--- config.mk ---
export PLATFORM = sky130hd
export DESIGN_NAME = hsi_top
export DESIGN_NICKNAME = d
export VERILOG_FILES = /design/src/shared/hsi_pkg.sv /design/src/rtl/hsi_capture.sv /design/src/rtl/hsi_top.sv
export SDC_FILE = /design/constraint.sdc
export NUM_CORES = 2
export LEC_CHECK = 0
export BUFFER_PORTS_ARGS = -buffer_cell sky130_fd_sc_hd__buf_2
export CORE_AREA = 3 3 268 270
export DETAILED_ROUTE_END_ITERATION = 12
export DIE_AREA = 0 0 271 273
export GPL_TIMING_DRIVEN = 0
export HOLD_SLACK_MARGIN = 0.08
export PLACE_DENSITY = 0.68
export SLEW_MARGIN = 20
export SYNTH_ARGS = -nofsm -noshare
export SYNTH_HDL_FRONTEND = slang
export SYNTH_SLANG_ARGS = --single-unit
--- constraint.sdc ---
create_clock -name aclk -period 3 [get_ports aclk]
set_input_delay 0 -clock aclk [delete_from_list [all_inputs] [get_ports aclk]]
set_output_delay 0 -clock aclk [all_outputs]
set_load 0.03 [all_outputs]
--- src/shared/hsi_pkg.sv ---
package hsi_pkg;

    // ----------------------------------------------------------------
    // Register map (byte addresses)
    // ----------------------------------------------------------------
    localparam logic [7:0] ADDR_CMD      = 8'h00;
    localparam logic [7:0] ADDR_CFG      = 8'h04;
    localparam logic [7:0] ADDR_STAT     = 8'h08;
    localparam logic [7:0] ADDR_QSEL     = 8'h0C;
    localparam logic [7:0] ADDR_QDATA    = 8'h10;
    localparam logic [7:0] ADDR_IDX      = 8'h14;
    localparam logic [7:0] ADDR_IDENT    = 8'h18;
    localparam logic [7:0] ADDR_IRQ_STAT = 8'h1C;
    localparam logic [7:0] ADDR_IRQ_MASK = 8'h20;

    // ----------------------------------------------------------------
    // Field positions
    // ----------------------------------------------------------------
    localparam int CMD_START_BIT  = 0;
    localparam int CMD_DIR_LSB    = 1;
    localparam int CMD_ABORT_BIT  = 3;
    localparam int CFG_SRC_LSB    = 0;
    localparam int CFG_AUTO_BIT   = 2;
    localparam int CFG_DRV_BIT    = 3;
    localparam int CFG_LINK_BIT   = 4;
    localparam int CFG_DEFIDX_LSB = 8;
    localparam int QSEL_SEL_LSB   = 0;
    localparam int QSEL_GIVEN_BIT = 4;
    localparam int QSEL_UNIT_BIT  = 5;
    localparam int QSEL_SN_BIT    = 6;
    localparam int IDX_SRC_LSB    = 0;
    localparam int IDX_GIVEN_BIT  = 2;
    localparam int IRQ_FOUND_BIT  = 0;
    localparam int IRQ_FAIL_BIT   = 1;
    localparam int IRQ_ERR_BIT    = 2;
    localparam int IRQ_WIDTH      = 3;

    // ----------------------------------------------------------------
    // Reset values
    // ----------------------------------------------------------------
    localparam logic [31:0] CFG_RESET  = 32'h0000_0000;
    localparam logic [31:0] QSEL_RESET = 32'h0000_0000;

    // ----------------------------------------------------------------
    // Encodings
    // ----------------------------------------------------------------
    localparam logic [1:0] DIR_POS  = 2'h1;
    localparam logic [1:0] DIR_ZERO = 2'h0;
    localparam logic [1:0] DIR_NEG  = 2'h3;
    localparam logic [1:0] SRC_NONE = 2'h0;

    typedef enum logic [1:0] {
        HSI_ST_FAILED = 2'b00,
        HSI_ST_MOVING = 2'b01,
        HSI_ST_FOUND  = 2'b11
    } hsi_state_t;

    typedef enum logic [1:0] {
        HSI_IDX_INTERNAL = 2'h0,
        HSI_IDX_SYNC     = 2'h1,
        HSI_IDX_FRONT_IN_PLACE_INPUT    = 2'h2,
        HSI_IDX_REAR_ENCODER_INPUT    = 2'h3
    } hsi_idx_t;

    localparam logic [3:0] SEL_AXIS   = 4'h0;
    localparam logic [3:0] SEL_MEAS   = 4'h1;
    localparam logic [3:0] SEL_POSITION_ERROR_VALUE = 4'h2;
    localparam logic [3:0] SEL_LAST   = 4'h8;
    localparam int         NUM_REGS   = 9;

    // Status keywords; the status register reports all but KW_LINKED.
    localparam logic [1:0] KW_FAILED = 2'h0;
    localparam logic [1:0] KW_MOVING = 2'h1;
    localparam logic [1:0] KW_FOUND  = 2'h2;
    localparam logic [1:0] KW_LINKED = 2'h3;

    typedef struct packed {
        logic       start;
        logic [1:0] dir;
    } hsi_req_t;

endpackage

--- src/rtl/hsi_capture.sv ---
`timescale 1ns/100ps
module hsi_capture #(
    parameter int W = 32
) (
    input  wire logic         aclk,
    input  wire logic         aresetn,
    input  wire logic         load,
    input  wire logic [W-1:0] d,
    output logic      [W-1:0] q
);

    // Holds one position value sampled on the homing event.
    always_ff @(posedge aclk)
    begin
        if (!aresetn)
            q <= '0;
        else if (load)
            q <= d;
    end

endmodule

--- src/rtl/hsi_top.sv ---
// Decided for this implementation: the register addresses and the AXI4-Lite register port.
`timescale 1ns/100ps
module hsi_top #(
    parameter int          NUM_IN     = hsi_pkg::NUM_REGS, // Captured registers per bank.
    parameter int          PW         = 32,
    parameter logic [31:0] HW_IDENT   = 32'h1234_5678,  // Arbitrary value.
    parameter logic [31:0] SERIAL_NUM = 32'h0000_0001   // Arbitrary value.
) (
    input  wire logic                 aclk,
    input  wire logic                 aresetn,
    input  wire logic [7:0]           s_axi_awaddr,
    input  wire logic                 s_axi_awvalid,
    output logic                      s_axi_awready,
    input  wire logic [31:0]          s_axi_wdata,
    input  wire logic [3:0]           s_axi_wstrb,
    input  wire logic                 s_axi_wvalid,
    output logic                      s_axi_wready,
    output logic [1:0]                s_axi_bresp,
    output logic                      s_axi_bvalid,
    input  wire logic                 s_axi_bready,
    input  wire logic [7:0]           s_axi_araddr,
    input  wire logic                 s_axi_arvalid,
    output logic                      s_axi_arready,
    output logic [31:0]               s_axi_rdata,
    output logic [1:0]                s_axi_rresp,
    output logic                      s_axi_rvalid,
    input  wire logic                 s_axi_rready,
    input  wire logic                 home_signal,
    input  wire logic                 search_done,
    input  wire logic                 search_ok,
    input  wire logic [NUM_IN*PW-1:0] pos_in,
    input  wire logic [NUM_IN*PW-1:0] pos_axis_units,
    output logic                      search_start,
    output logic [1:0]                search_dir,
    output logic                      search_active,
    output logic [1:0]                indexer_source,
    output logic                      indexer_linked,
    output logic                      irq
);

    // ----------------------------------------------------------------
    // Input synchronisers
    // ----------------------------------------------------------------
    logic [2:0] sync1_reg;
    logic [2:0] sync2_reg;
    logic       home_lvl;
    logic       done_s;
    logic       ok_s;
    logic       done_d_reg;

    // Home level and sequencer results come from outside the clock domain.
    always_ff @(posedge aclk)
    begin
        if (!aresetn)
        begin
            sync1_reg  <= 3'h0;
            sync2_reg  <= 3'h0;
            done_d_reg <= 1'b0;
        end
        else
        begin
            sync1_reg  <= {search_ok, search_done, home_signal};
            sync2_reg  <= sync1_reg;
            done_d_reg <= sync2_reg[1];
        end
    end

    assign home_lvl = sync2_reg[0];
    assign done_s   = sync2_reg[1] & ~done_d_reg;
    assign ok_s     = sync2_reg[2];

    // ----------------------------------------------------------------
    // AXI4-Lite write channel
    // ----------------------------------------------------------------
    logic        aw_held_reg;
    logic        w_held_reg;
    logic [7:0]  awaddr_reg;
    logic [31:0] wdata_reg;
    logic [3:0]  wstrb_reg;
    logic        bvalid_reg;
    logic [1:0]  bresp_reg;
    logic        wr_fire;
    logic        wr_ok;
    logic [7:0]  waddr;

    assign wr_fire = aw_held_reg & w_held_reg & ~bvalid_reg;
    assign waddr   = awaddr_reg;
    assign wr_ok   = (waddr == hsi_pkg::ADDR_CMD) || (waddr == hsi_pkg::ADDR_CFG)
                  || (waddr == hsi_pkg::ADDR_QSEL) || (waddr == hsi_pkg::ADDR_IDX)
                  || (waddr == hsi_pkg::ADDR_IRQ_STAT) || (waddr == hsi_pkg::ADDR_IRQ_MASK);

    // Address and data are latched independently, then answered together.
    always_ff @(posedge aclk)
    begin
        if (!aresetn)
        begin
            aw_held_reg <= 1'b0;
            w_held_reg  <= 1'b0;
            awaddr_reg  <= 8'h00;
            wdata_reg   <= 32'h0000_0000;
            wstrb_reg   <= 4'h0;
            bvalid_reg  <= 1'b0;
            bresp_reg   <= 2'h0;
        end
        else
        begin
            if (s_axi_awvalid && s_axi_awready)
            begin
                aw_held_reg <= 1'b1;
                awaddr_reg  <= s_axi_awaddr;
            end
            if (s_axi_wvalid && s_axi_wready)
            begin
                w_held_reg <= 1'b1;
                wdata_reg  <= s_axi_wdata;
                wstrb_reg  <= s_axi_wstrb;
            end
            if (wr_fire)
            begin
                aw_held_reg <= 1'b0;
                w_held_reg  <= 1'b0;
                bvalid_reg  <= 1'b1;
                bresp_reg   <= wr_ok ? 2'h0 : 2'h2; // SLVERR when unmapped.
            end
            else if (bvalid_reg && s_axi_bready)
                bvalid_reg <= 1'b0;
        end
    end

    assign s_axi_awready = ~aw_held_reg & ~bvalid_reg;
    assign s_axi_wready  = ~w_held_reg & ~bvalid_reg;
    assign s_axi_bvalid  = bvalid_reg;
    assign s_axi_bresp   = bresp_reg;

    // ----------------------------------------------------------------
    // Software registers and decode
    // ----------------------------------------------------------------
    logic [31:0] cfg_reg;
    logic [31:0] qsel_reg;
    localparam int IRQ_W = hsi_pkg::IRQ_WIDTH;
    logic [1:0]  idx_reg;
    logic [IRQ_W-1:0] irq_stat_reg;
    logic [IRQ_W-1:0] irq_mask_reg;

    logic wr_cmd;
    logic wr_cfg;
    logic wr_qsel;
    logic wr_idx;
    logic wr_istat;
    logic wr_imask;
    assign wr_cmd   = wr_fire && waddr == hsi_pkg::ADDR_CMD && wstrb_reg[0];
    assign wr_cfg   = wr_fire && waddr == hsi_pkg::ADDR_CFG;
    assign wr_qsel  = wr_fire && waddr == hsi_pkg::ADDR_QSEL && wstrb_reg[0];
    assign wr_idx   = wr_fire && waddr == hsi_pkg::ADDR_IDX && wstrb_reg[0];
    assign wr_istat = wr_fire && waddr == hsi_pkg::ADDR_IRQ_STAT && wstrb_reg[0];
    assign wr_imask = wr_fire && waddr == hsi_pkg::ADDR_IRQ_MASK && wstrb_reg[0];

    // Fields of the configuration word.
    logic [1:0] ref_source;
    logic       auto_direction_flag;
    logic       driver_board;
    logic       link_mode;
    logic [1:0] default_idx;
    assign ref_source          = cfg_reg[hsi_pkg::CFG_SRC_LSB +: 2];
    assign auto_direction_flag = cfg_reg[hsi_pkg::CFG_AUTO_BIT];
    assign driver_board        = cfg_reg[hsi_pkg::CFG_DRV_BIT];
    assign link_mode           = cfg_reg[hsi_pkg::CFG_LINK_BIT];
    assign default_idx         = cfg_reg[hsi_pkg::CFG_DEFIDX_LSB +: 2];

    // Byte-lane merge for the configuration word.
    logic [31:0] cfg_merged;
    always_comb
    begin
        cfg_merged = cfg_reg;
        for (int i = 0; i < 4; i++)
            if (wstrb_reg[i])
                cfg_merged[8*i +: 8] = wdata_reg[8*i +: 8];
    end

    // ----------------------------------------------------------------
    // Home search command checking
    // ----------------------------------------------------------------
    hsi_pkg::hsi_req_t req;
    logic       dir_zero;
    logic       dir_bad;
    logic       req_refused;
    logic       req_accept;
    logic [1:0] start_dir;
    assign req         = {wr_cmd & wdata_reg[hsi_pkg::CMD_START_BIT],
                          wdata_reg[hsi_pkg::CMD_DIR_LSB +: 2]};
    assign dir_zero    = req.dir == hsi_pkg::DIR_ZERO;
    assign dir_bad     = req.dir == 2'h2;
    assign req_refused = req.start & ((ref_source == hsi_pkg::SRC_NONE)
                       | (dir_zero & ~auto_direction_flag)
                       | dir_bad);
    assign req_accept  = req.start & ~req_refused;
    // Zero direction follows the home level: high searches negative.
    assign start_dir   = dir_zero ? (home_lvl ? hsi_pkg::DIR_NEG : hsi_pkg::DIR_POS)
                                  : req.dir;

    // ----------------------------------------------------------------
    // Search state
    // ----------------------------------------------------------------
    hsi_pkg::hsi_state_t state_reg;
    hsi_pkg::hsi_state_t state_next;
    logic [1:0] dir_reg;
    logic       valid_reg;
    logic       capture;
    logic       abort;
    logic       start_go;
    assign abort   = wr_cmd & wdata_reg[hsi_pkg::CMD_ABORT_BIT];
    // A start while a search runs is ignored, so only an idle search launches.
    assign start_go = req_accept && state_reg != hsi_pkg::HSI_ST_MOVING;
    assign capture = (state_reg == hsi_pkg::HSI_ST_MOVING) & done_s & ok_s;

    always_comb
    begin
        state_next = state_reg;
        case (state_reg)
            hsi_pkg::HSI_ST_MOVING:
                if (abort || (done_s && !ok_s))
                    state_next = hsi_pkg::HSI_ST_FAILED;
                else if (done_s)
                    state_next = hsi_pkg::HSI_ST_FOUND;
            hsi_pkg::HSI_ST_FAILED,
            hsi_pkg::HSI_ST_FOUND:
                if (req_accept)
                    state_next = hsi_pkg::HSI_ST_MOVING;
            default:
                state_next = hsi_pkg::HSI_ST_FAILED;
        endcase
    end

    // State, direction and capture validity of the search.
    always_ff @(posedge aclk)
    begin
        if (!aresetn)
        begin
            state_reg <= hsi_pkg::HSI_ST_FAILED;
            dir_reg   <= hsi_pkg::DIR_ZERO;
            valid_reg <= 1'b0;
        end
        else
        begin
            state_reg <= state_next;
            if (req_accept && state_reg != hsi_pkg::HSI_ST_MOVING)
            begin
                dir_reg   <= start_dir;
                valid_reg <= 1'b0;
            end
            else if (state_next == hsi_pkg::HSI_ST_FAILED && state_reg == hsi_pkg::HSI_ST_MOVING)
                dir_reg <= hsi_pkg::DIR_ZERO;
            if (capture)
                valid_reg <= 1'b1;
        end
    end

    // ----------------------------------------------------------------
    // Position capture bank
    // ----------------------------------------------------------------
    logic [PW-1:0] cap_enc [NUM_IN];
    logic [PW-1:0] cap_axu [NUM_IN];
    genvar g;
    generate
        for (g = 0; g < NUM_IN; g++)
        begin : g_cap
            hsi_capture #(.W(PW)) u_enc (
                .aclk    (aclk),
                .aresetn (aresetn),
                .load    (capture),
                .d       (pos_in[g*PW +: PW]),
                .q       (cap_enc[g])
            );
            hsi_capture #(.W(PW)) u_axu (
                .aclk    (aclk),
                .aresetn (aresetn),
                .load    (capture),
                .d       (pos_axis_units[g*PW +: PW]),
                .q       (cap_axu[g])
            );
        end
    endgenerate

    // ----------------------------------------------------------------
    // Query selection
    // ----------------------------------------------------------------
    logic [3:0]  qsel;
    logic [3:0]  sel_eff;
    logic        sel_bad;
    logic        q_err;
    logic [31:0] q_value;
    assign qsel    = qsel_reg[hsi_pkg::QSEL_SEL_LSB +: 4];
    assign sel_eff = qsel_reg[hsi_pkg::QSEL_GIVEN_BIT] ? qsel : hsi_pkg::SEL_AXIS;
    assign sel_bad = (sel_eff > hsi_pkg::SEL_LAST)
                  || (sel_eff > hsi_pkg::SEL_POSITION_ERROR_VALUE && !driver_board);
    assign q_err   = ~valid_reg | sel_bad;
    assign q_value = q_err ? 32'h0000_0000
                   : qsel_reg[hsi_pkg::QSEL_UNIT_BIT] ? 32'(cap_axu[sel_eff])
                                                      : 32'(cap_enc[sel_eff]);

    // Status word: keyword, direction, capture-valid, error.
    logic [1:0]  kw;
    logic [1:0]  rep_dir;
    logic [31:0] stat_word;
    assign kw        = state_reg == hsi_pkg::HSI_ST_MOVING ? hsi_pkg::KW_MOVING
                     : state_reg == hsi_pkg::HSI_ST_FOUND  ? hsi_pkg::KW_FOUND
                                                            : hsi_pkg::KW_FAILED;
    assign rep_dir   = state_reg == hsi_pkg::HSI_ST_FAILED ? hsi_pkg::DIR_ZERO : dir_reg;
    assign stat_word = {26'h0, q_err, valid_reg, rep_dir, kw};

    // Indexer readback: linked replaces internal.
    logic [2:0] idx_rep;
    assign idx_rep = (idx_reg == hsi_pkg::HSI_IDX_INTERNAL && link_mode) ? 3'h4
                                                                          : {1'b0, idx_reg};

    // ----------------------------------------------------------------
    // Register state and events
    // ----------------------------------------------------------------
    logic [IRQ_W-1:0] ev;
    assign ev = {req_refused, done_s & (state_reg == hsi_pkg::HSI_ST_MOVING) & ~ok_s, capture};

    always_ff @(posedge aclk)
    begin
        if (!aresetn)
        begin
            cfg_reg      <= hsi_pkg::CFG_RESET;
            qsel_reg     <= hsi_pkg::QSEL_RESET;
            idx_reg      <= hsi_pkg::HSI_IDX_INTERNAL;
            irq_stat_reg <= '0;
            irq_mask_reg <= '0;
        end
        else
        begin
            if (wr_cfg)
                cfg_reg <= cfg_merged;
            if (wr_qsel)
                qsel_reg <= {25'h0, wdata_reg[6:0]};
            if (wr_idx)
                idx_reg <= wdata_reg[hsi_pkg::IDX_GIVEN_BIT] ? wdata_reg[1:0]
                                                             : default_idx;
            if (wr_imask)
                irq_mask_reg <= wdata_reg[IRQ_W-1:0];
            // Set wins over a same-cycle write-one-to-clear.
            irq_stat_reg <= (irq_stat_reg & ~(wr_istat ? wdata_reg[IRQ_W-1:0] : '0)) | ev;
        end
    end

    // ----------------------------------------------------------------
    // AXI4-Lite read channel
    // ----------------------------------------------------------------
    logic        rvalid_reg;
    logic [31:0] rdata_reg;
    logic [1:0]  rresp_reg;
    logic [31:0] rd_mux;
    logic        rd_hit;
    logic [31:0] ident;
    assign ident = qsel_reg[hsi_pkg::QSEL_SN_BIT] ? SERIAL_NUM : HW_IDENT;

    always_comb
    begin
        rd_hit = 1'b1;
        rd_mux = 32'h0000_0000;
        case (s_axi_araddr)
            hsi_pkg::ADDR_CMD:      rd_mux = {29'h0, dir_reg, state_reg == hsi_pkg::HSI_ST_MOVING};
            hsi_pkg::ADDR_CFG:      rd_mux = cfg_reg;
            hsi_pkg::ADDR_STAT:     rd_mux = stat_word;
            hsi_pkg::ADDR_QSEL:     rd_mux = qsel_reg;
            hsi_pkg::ADDR_QDATA:    rd_mux = q_value;
            hsi_pkg::ADDR_IDX:      rd_mux = {29'h0, idx_rep};
            hsi_pkg::ADDR_IDENT:    rd_mux = ident;
            hsi_pkg::ADDR_IRQ_STAT: rd_mux = {29'h0, irq_stat_reg};
            hsi_pkg::ADDR_IRQ_MASK: rd_mux = {29'h0, irq_mask_reg};
            default:                rd_hit = 1'b0;
        endcase
    end

    // One read at a time; data held until taken.
    always_ff @(posedge aclk)
    begin
        if (!aresetn)
        begin
            rvalid_reg <= 1'b0;
            rdata_reg  <= 32'h0000_0000;
            rresp_reg  <= 2'h0;
        end
        else if (s_axi_arvalid && s_axi_arready)
        begin
            rvalid_reg <= 1'b1;
            rdata_reg  <= rd_mux;
            // Query of capture with error answers SLVERR.
            rresp_reg  <= (!rd_hit || (s_axi_araddr == hsi_pkg::ADDR_QDATA && q_err))
                          ? 2'h2 : 2'h0;
        end
        else if (rvalid_reg && s_axi_rready)
            rvalid_reg <= 1'b0;
    end

    assign s_axi_arready = ~rvalid_reg;
    assign s_axi_rvalid  = rvalid_reg;
    assign s_axi_rdata   = rdata_reg;
    assign s_axi_rresp   = rresp_reg;

    // ----------------------------------------------------------------
    // Registered outputs
    // ----------------------------------------------------------------
    always_ff @(posedge aclk)
    begin
        if (!aresetn)
        begin
            search_start   <= 1'b0;
            search_dir     <= hsi_pkg::DIR_ZERO;
            search_active  <= 1'b0;
            indexer_source <= hsi_pkg::HSI_IDX_INTERNAL;
            indexer_linked <= 1'b0;
            irq            <= 1'b0;
        end
        else
        begin
            search_start   <= start_go;
            search_dir     <= state_next != hsi_pkg::HSI_ST_MOVING ? hsi_pkg::DIR_ZERO
                            : start_go ? start_dir : dir_reg;
            search_active  <= state_next == hsi_pkg::HSI_ST_MOVING;
            indexer_source <= idx_reg;
            indexer_linked <= link_mode && idx_reg == hsi_pkg::HSI_IDX_INTERNAL;
            irq            <= |(irq_stat_reg & irq_mask_reg);
        end
    end

endmodule

Yosys cells after proc, flatten, opt, wreduce, memory -nomap -nowiden
Cells that the tools add are included.
- input bits: 638
- word-level logic and storage cells: 189
- output and inout port bits: 49
- register bits: 727
- eq/ne operators: 19
- muxes and demuxes: 35
- $lt $le $gt $ge: 3
- reductions and logical operators: 53
- bitwise operators: 31
- operators with widths (operator ; count):
    32-bit one-hot mux with 9 select lines ; 1
    32-bit binary-select mux with 4-bit select ; 2
    32-bit two-way mux ; 6
    8-bit by 5-bit equality test with 1-bit output (second input constant) ; 6
    29-bit two-way mux ; 1
    2-bit two-way mux ; 14
    8-bit by 4-bit equality test with 1-bit output (second input constant) ; 3
    1-bit logical AND ; 22
    8-bit by 3-bit equality test with 1-bit output (second input constant) ; 2
    8-bit by 6-bit equality test with 1-bit output (second input constant) ; 2
    8-bit logical NOT ; 2
    1-bit AND ; 13
    2-bit logical NOT ; 5
    1-bit inverter ; 10
    9-bit OR reduction ; 1
    1-bit logical OR ; 8
    2-bit AND reduction ; 4
    2-bit nonzero test ; 4
    1-bit two-way mux ; 7
    3-bit AND ; 2
    3-bit two-way mux ; 2
    2-bit OR reduction ; 3
    5-bit >= comparator (second input constant) ; 1
    4-bit inverter with 5-bit output ; 1
    12 further kinds ; 19

Depth between registers and ports, before layout
- depth after elaboration: 14
- gate-level depth with buffers: 9
- gate-level depth less buffers: 7

Cells and area by module
Synthesis repeated with hierarchy kept, for this count alone.
- cells, all modules: 3356
- area, all modules: 33756.1 um^2
- modules (own cells, without submodules) (module ; cells each ; instances ; area an instance (um^2) ; seq. area each (um^2)):
    hsi_capture ; 103 ; 18 ; 1243.7 ; 640.6
    hsi_top ; 1502 ; 1 ; 11369.7 ; 2982.9

Worst setup path after synthesis
OpenSTA, ideal clock, no wires.
- path kind: register to register
- from: register qsel_reg[1]
- to: register rdata_reg[20], in the netlist s_axi_rdata[20]
- slack: 895 ps
- buffers on the path: 3
- period minus slack after synthesis: 2105 ps
- setup time: 130 ps
- required time: 2870 ps
- arrival time: 1974 ps
- cell stages (with the launch flop): 10
- path through: dfxtp_1 > clkbuf_1 > buf_2 > buf_2 > mux2i_1 > nand2_1 > o21ai_0 > a21oi_1 > a2111oi_0 > o31ai_1
- longest elaborated chain between the ends: 8
- elaborated cells on any way between the ends: 16
- classes of those cells: 2 x order compare; 10 x mux; 2 x bitwise; 2 x reduce/logical
- ends and longest elaborated chain (item ; line ; text):
    start, declared ; hsi_top.sv:139 ; logic [31:0] qsel_reg;
    start signal, assigned ; hsi_top.sv:327 ; qsel_reg <= hsi_pkg::QSEL_RESET;
    start signal, assigned ; hsi_top.sv:337 ; qsel_reg <= {25'h0, wdata_reg[6:0]};
    4-bit two-way mux (*) ; hsi_top.sv:293 ; assign sel_eff = qsel_reg[hsi_pkg::QSEL_GIVEN_BIT] ? qsel : hsi_pkg::SEL_AXIS;
    4-bit inverter with 5-bit output (implied by the code) ; hsi_top.sv:298, hsi_top.sv:299 ;
    32-bit binary-select mux with 4-bit select (on tied branches) ; hsi_top.sv:299, hsi_top.sv:298 ;
    32-bit two-way mux (on tied branches) (2 in series) ; hsi_top.sv:299, hsi_top.sv:298 ;
    32-bit two-way mux ; hsi_top.sv:298 ; : qsel_reg[hsi_pkg::QSEL_UNIT_BIT] ? 32'(cap_axu[sel_eff])
    32-bit two-way mux (*) ; hsi_top.sv:297 ; assign q_value = q_err ? 32'h0000_0000
    32-bit one-hot mux with 9 select lines (*) ; hsi_top.sv:363 ; case (s_axi_araddr)
    end signal, assigned ; hsi_top.sv:389 ; rdata_reg <= rd_mux;
    end, declared ; hsi_top.sv:352 ; logic [31:0] rdata_reg;
Mark *: on every way between the ends. The rest lies on a longest branch, timed or not. The select of a mux whose other input is x is not followed.
A chain may end at the register's enable or synchronous reset.

Worst setup path in the final report
Ends and elaborated chain as after synthesis.

==> impl_metrics.py <==
metrics = {
    "outcome": {
        "status": "finished with violations",
        "failed_checks": "negative setup slack",
    },
    "synth": {
        "synth.area.mux_share_pct": 4.90,
        "synth-compound-area-share_pct": 24.1,
        "syn_area_sq_um": 31900,
        "postSynthCellCount": 4032,
        "synthDistinctLibCells": 68,
        "synth-edff-count": 0,
        "synth-xor-area-share_pct": 0,
        "ys_seq_area_share_pct": 45.5,
        "synthAdderAreaFrac_pct": 0.157,
        "synthArstFlopShare_pct": 0,
        "synth-simple-area-share_pct": 21.1,
        "synth_top_family_by_area": "compound AO/OA/AOI/OAI gates",
        "avgSynthCellArea_sq_um": 7.92,
        "synth_top_flop_cell": "dfxtp_1",
        "yosysWarnings": 0,
        "ys_seq_elements": 725,
    },
    "place": {
        "gp_congestion": 1.03,
        "io_buffers": 683,
        "dp_cells": 5659,
        "post-dp-hpwl_mm": 123,
        "place_ws_ps": -1180,
    },
    "setup_path": {
        "worstPathArrival_ps": 3600,
        "required_ps": 3510,
        "crit_path_end_kind": "flop",
        "startpoint": "qsel_reg[1]",
        "cp_num_cells": 7,
        "crit_path_max_fanout": 10,
        "r2r_end": "s_axi_rdata[20]",
        "r2r_cells": 7,
        "cpMaxStageDelayCell": "dfxtp_2",
        "r2r-start": "qsel_reg[1]",
        "startpoint_type": "flop",
        "crit_chain": "nand2b_1 -> clkbuf_2 -> clkbuf_1 -> o21ai_0 -> a21oi_1 -> a2111oi_0 -> o31ai_1",
        "endpoint": "s_axi_rdata[20]",
        "crit_family": "compound AO/OA/AOI/OAI gates",
        "rrSetupSlack_ps": -90,
        "critical_path_class": "flop to flop",
        "max_stage_delay_ps": 570,
        "crit_buf_inv": 2,
    },
    "routing": {
        "routedWlPerCell_um": 27.2,
        "routed_wl_mm": 176,
        "ant_nets": 0,
        "vias": 38100,
        "vias_per_cell": 5.89,
        "first_pass_iters": 7,
        "route.detailed.drc": 0,
        "drt-initial-drc-count": 4535,
    },
    "pwr": {
        "vdd_drop_max_v": 0.000344,
        "p_leak_uw": 0.0172,
        "pwr_density_cell_nw_per_um2": 462,
    },
    "timing": {
        "maxSlewViolCount": 0,
        "tightest_slew_ps": 1150,
        "fin_crit_sh_pct": 103,
        "setup_viol": 12,
        "fmax_mhz": 324,
        "setup_tns_ps": -429,
        "hold_violations": 0,
        "rsz0062_at_grt": "true",
        "skew_ps": 32.5,
        "setup_ws_ps": -88.1,
        "slew_headroom_pct": 23.3,
        "finalCriticalPeriod_ps": 3090,
    },
    "global_routing": {
        "antenna_found_initial": 24,
        "grt_pass1_vias": 37500,
        "grt_max_degree": 16,
        "grt_overflow": 0,
        "grt_usage_pct": 45.8,
        "grt_pass1_wl_mm": 248,
    },
    "floorplan": {
        "dieArea_sq_um": 74000,
        "core_sq_um": 69800,
        "io_pins": 687,
        "num_rows": 97,
        "start_util_pct": 45.8,
        "dieWidth_um": 271,
        "die_h_um": 273,
    },
    "clocking": {
        "clockBufferDepth": 3,
        "path_clk_slew_ps": 60,
        "htree_levels": 3,
        "worstSkewPairLatency_ps": 640,
        "tritoncts": "yes",
        "cts_buffers": 77,
        "cts.sinks": 725,
        "cts-root-buf": "clkbuf_16",
    },
    "final_layout": {
        "area_delta_synth_final_pct": 44.9,
        "num-nets-final": 6101,
        "final_cells": 6477,
        "fill_cells": 5616,
        "largestRegisters": "g_cap.u_axu.q (288), g_cap.u_enc.q (288)",
        "drive_gt1_share_pct": 18.1,
    },
    "min_path": {
        "hp-class": "primary input to flop",
    },
    "flow_run": {
        "drv_cap": 0,
    },
}
## worst min-delay path by stage
stage | startpoint | end | slack, ps | depth (start not counted)
after floorplan | home_signal | sync1_reg[0] | 130 | 1
after global placement | home_signal | sync1_reg[0] | 210 | 2
after detailed placement | home_signal | sync1_reg[0] | 220 | 2
after CTS | s_axi_araddr[2] | s_axi_rdata[5] | 80 | 5
after global routing | search_done | sync1_reg[1] | 140 | 3
final | home_signal | sync1_reg[0] | 120 | 3
## Yosys cell counts (24+ instances only)
cell / number / area share, %
a21boi_0: 491 / 12
nand3_1: 33 / 0.52
nor2b_1: 64 / 1.3
buf_1: 26 / 0.31
nand2_1: 1424 / 17
buf_2: 24 / 0.38
nor2_1: 46 / 0.54
a21oi_1: 295 / 4.6
dfxtp_1: 725 / 45
a211oi_1: 70 / 1.6
mux2i_1: 136 / 4.3
clkbuf_1: 284 / 3.3
o21ai_0: 93 / 1.5
a2111oi_0: 47 / 1.3
## logic make-up (layout without fill, tap and decap cells)
| kind of cell | after synthesis | in the layout |
|---|---|---|
| and+or+nand+nor | 1662 | 1662 |
| AOI/OAI and AO/OA | 1134 | 1134 |
| DFF | 725 | 725 |
| buffers and inverters | 352 | 1833 |
| muxes | 154 | 154 |
| adders and majority gates | 4 | 4 |
| other | 1 | 25 |
## report_power, final
| group | internal (uW) | switching (uW) | total (uW) |
|---|---|---|---|
| Combinational | 1050 | 883 | 1930 |
| Clock | 5430 | 4260 | 9690 |
| Sequential | 9680 | 55.1 | 9740 |
## area by class of cell
type                    instances  area (sq um)  area share [%]
plain buffers                 335          1490            3.21
clock inverters                31           330           0.714
diodes                         23          57.6           0.124
clock buffers                 103          2130            4.59
well taps                     940          1180            2.54
flip-flops and latches        725         14500            31.4
multi-input cells            2956         16400            35.5
repair buffers               1350         10100            21.8
inverters                      14          52.6           0.114
## per-layer routing
metal / up-vias / global-route usage, % / wire length [um]
met5: - / 0 / 110
met1: 18000 / 54.2 / 62800
met4: 8 / 35.4 / 15700
li1: 16500 / - / -
met3: 834 / 13.3 / 21400
met2: 2781 / 69.9 / 76200
## stage by stage
stage	instance area, sq um	power [uW]	utilization, %	hold WS (ps)
detailed placement	36600	11100	52.4	216
CTS	46000	21100	66.0	83.1
finish	46300	21400	66.3	117
floorplan	31900	10300	-	127
global placement	36500	11100	52.3	210
global route	46300	21700	66.3	138
## cells in the final DEF, fill, tap and decap left out, drive strengths merged, types with 21 or more instances in the layout
cell type / Yosys / routed
o31ai: 21 / 21
dfxtp: 725 / 725
a211oi: 70 / 70
clkbuf: 284 / 391
nor2b: 64 / 64
a2111oi: 48 / 48
nor2: 47 / 47
dlygate4sd3: 0 / 661
buf: 54 / 733
nand2: 1424 / 1424
mux2i: 136 / 136
nand3: 33 / 33
diode: 0 / 23
a21boi: 491 / 491
o21ai: 99 / 99
a21oi: 295 / 295
## worst register-to-register path, delay by kind of cell (launching register included)
family          cells  cell delay, ps
buf+inv             2             730
compound gates      4            1460
flops               1             570
simple gates        1             200
## what timing repair did
action | CTS | global route
endpoints found under the hold margin | 631 | 0
gates resized for setup | 127 | 115
setup buffers | 1 | 2
hold buffers | 661 | 0
endpoints found under the setup margin | 564 | 479
pin swaps | 2 | 1
gates cloned | 0 | 0
Note: power is estimated with default switching activity, not from simulation.
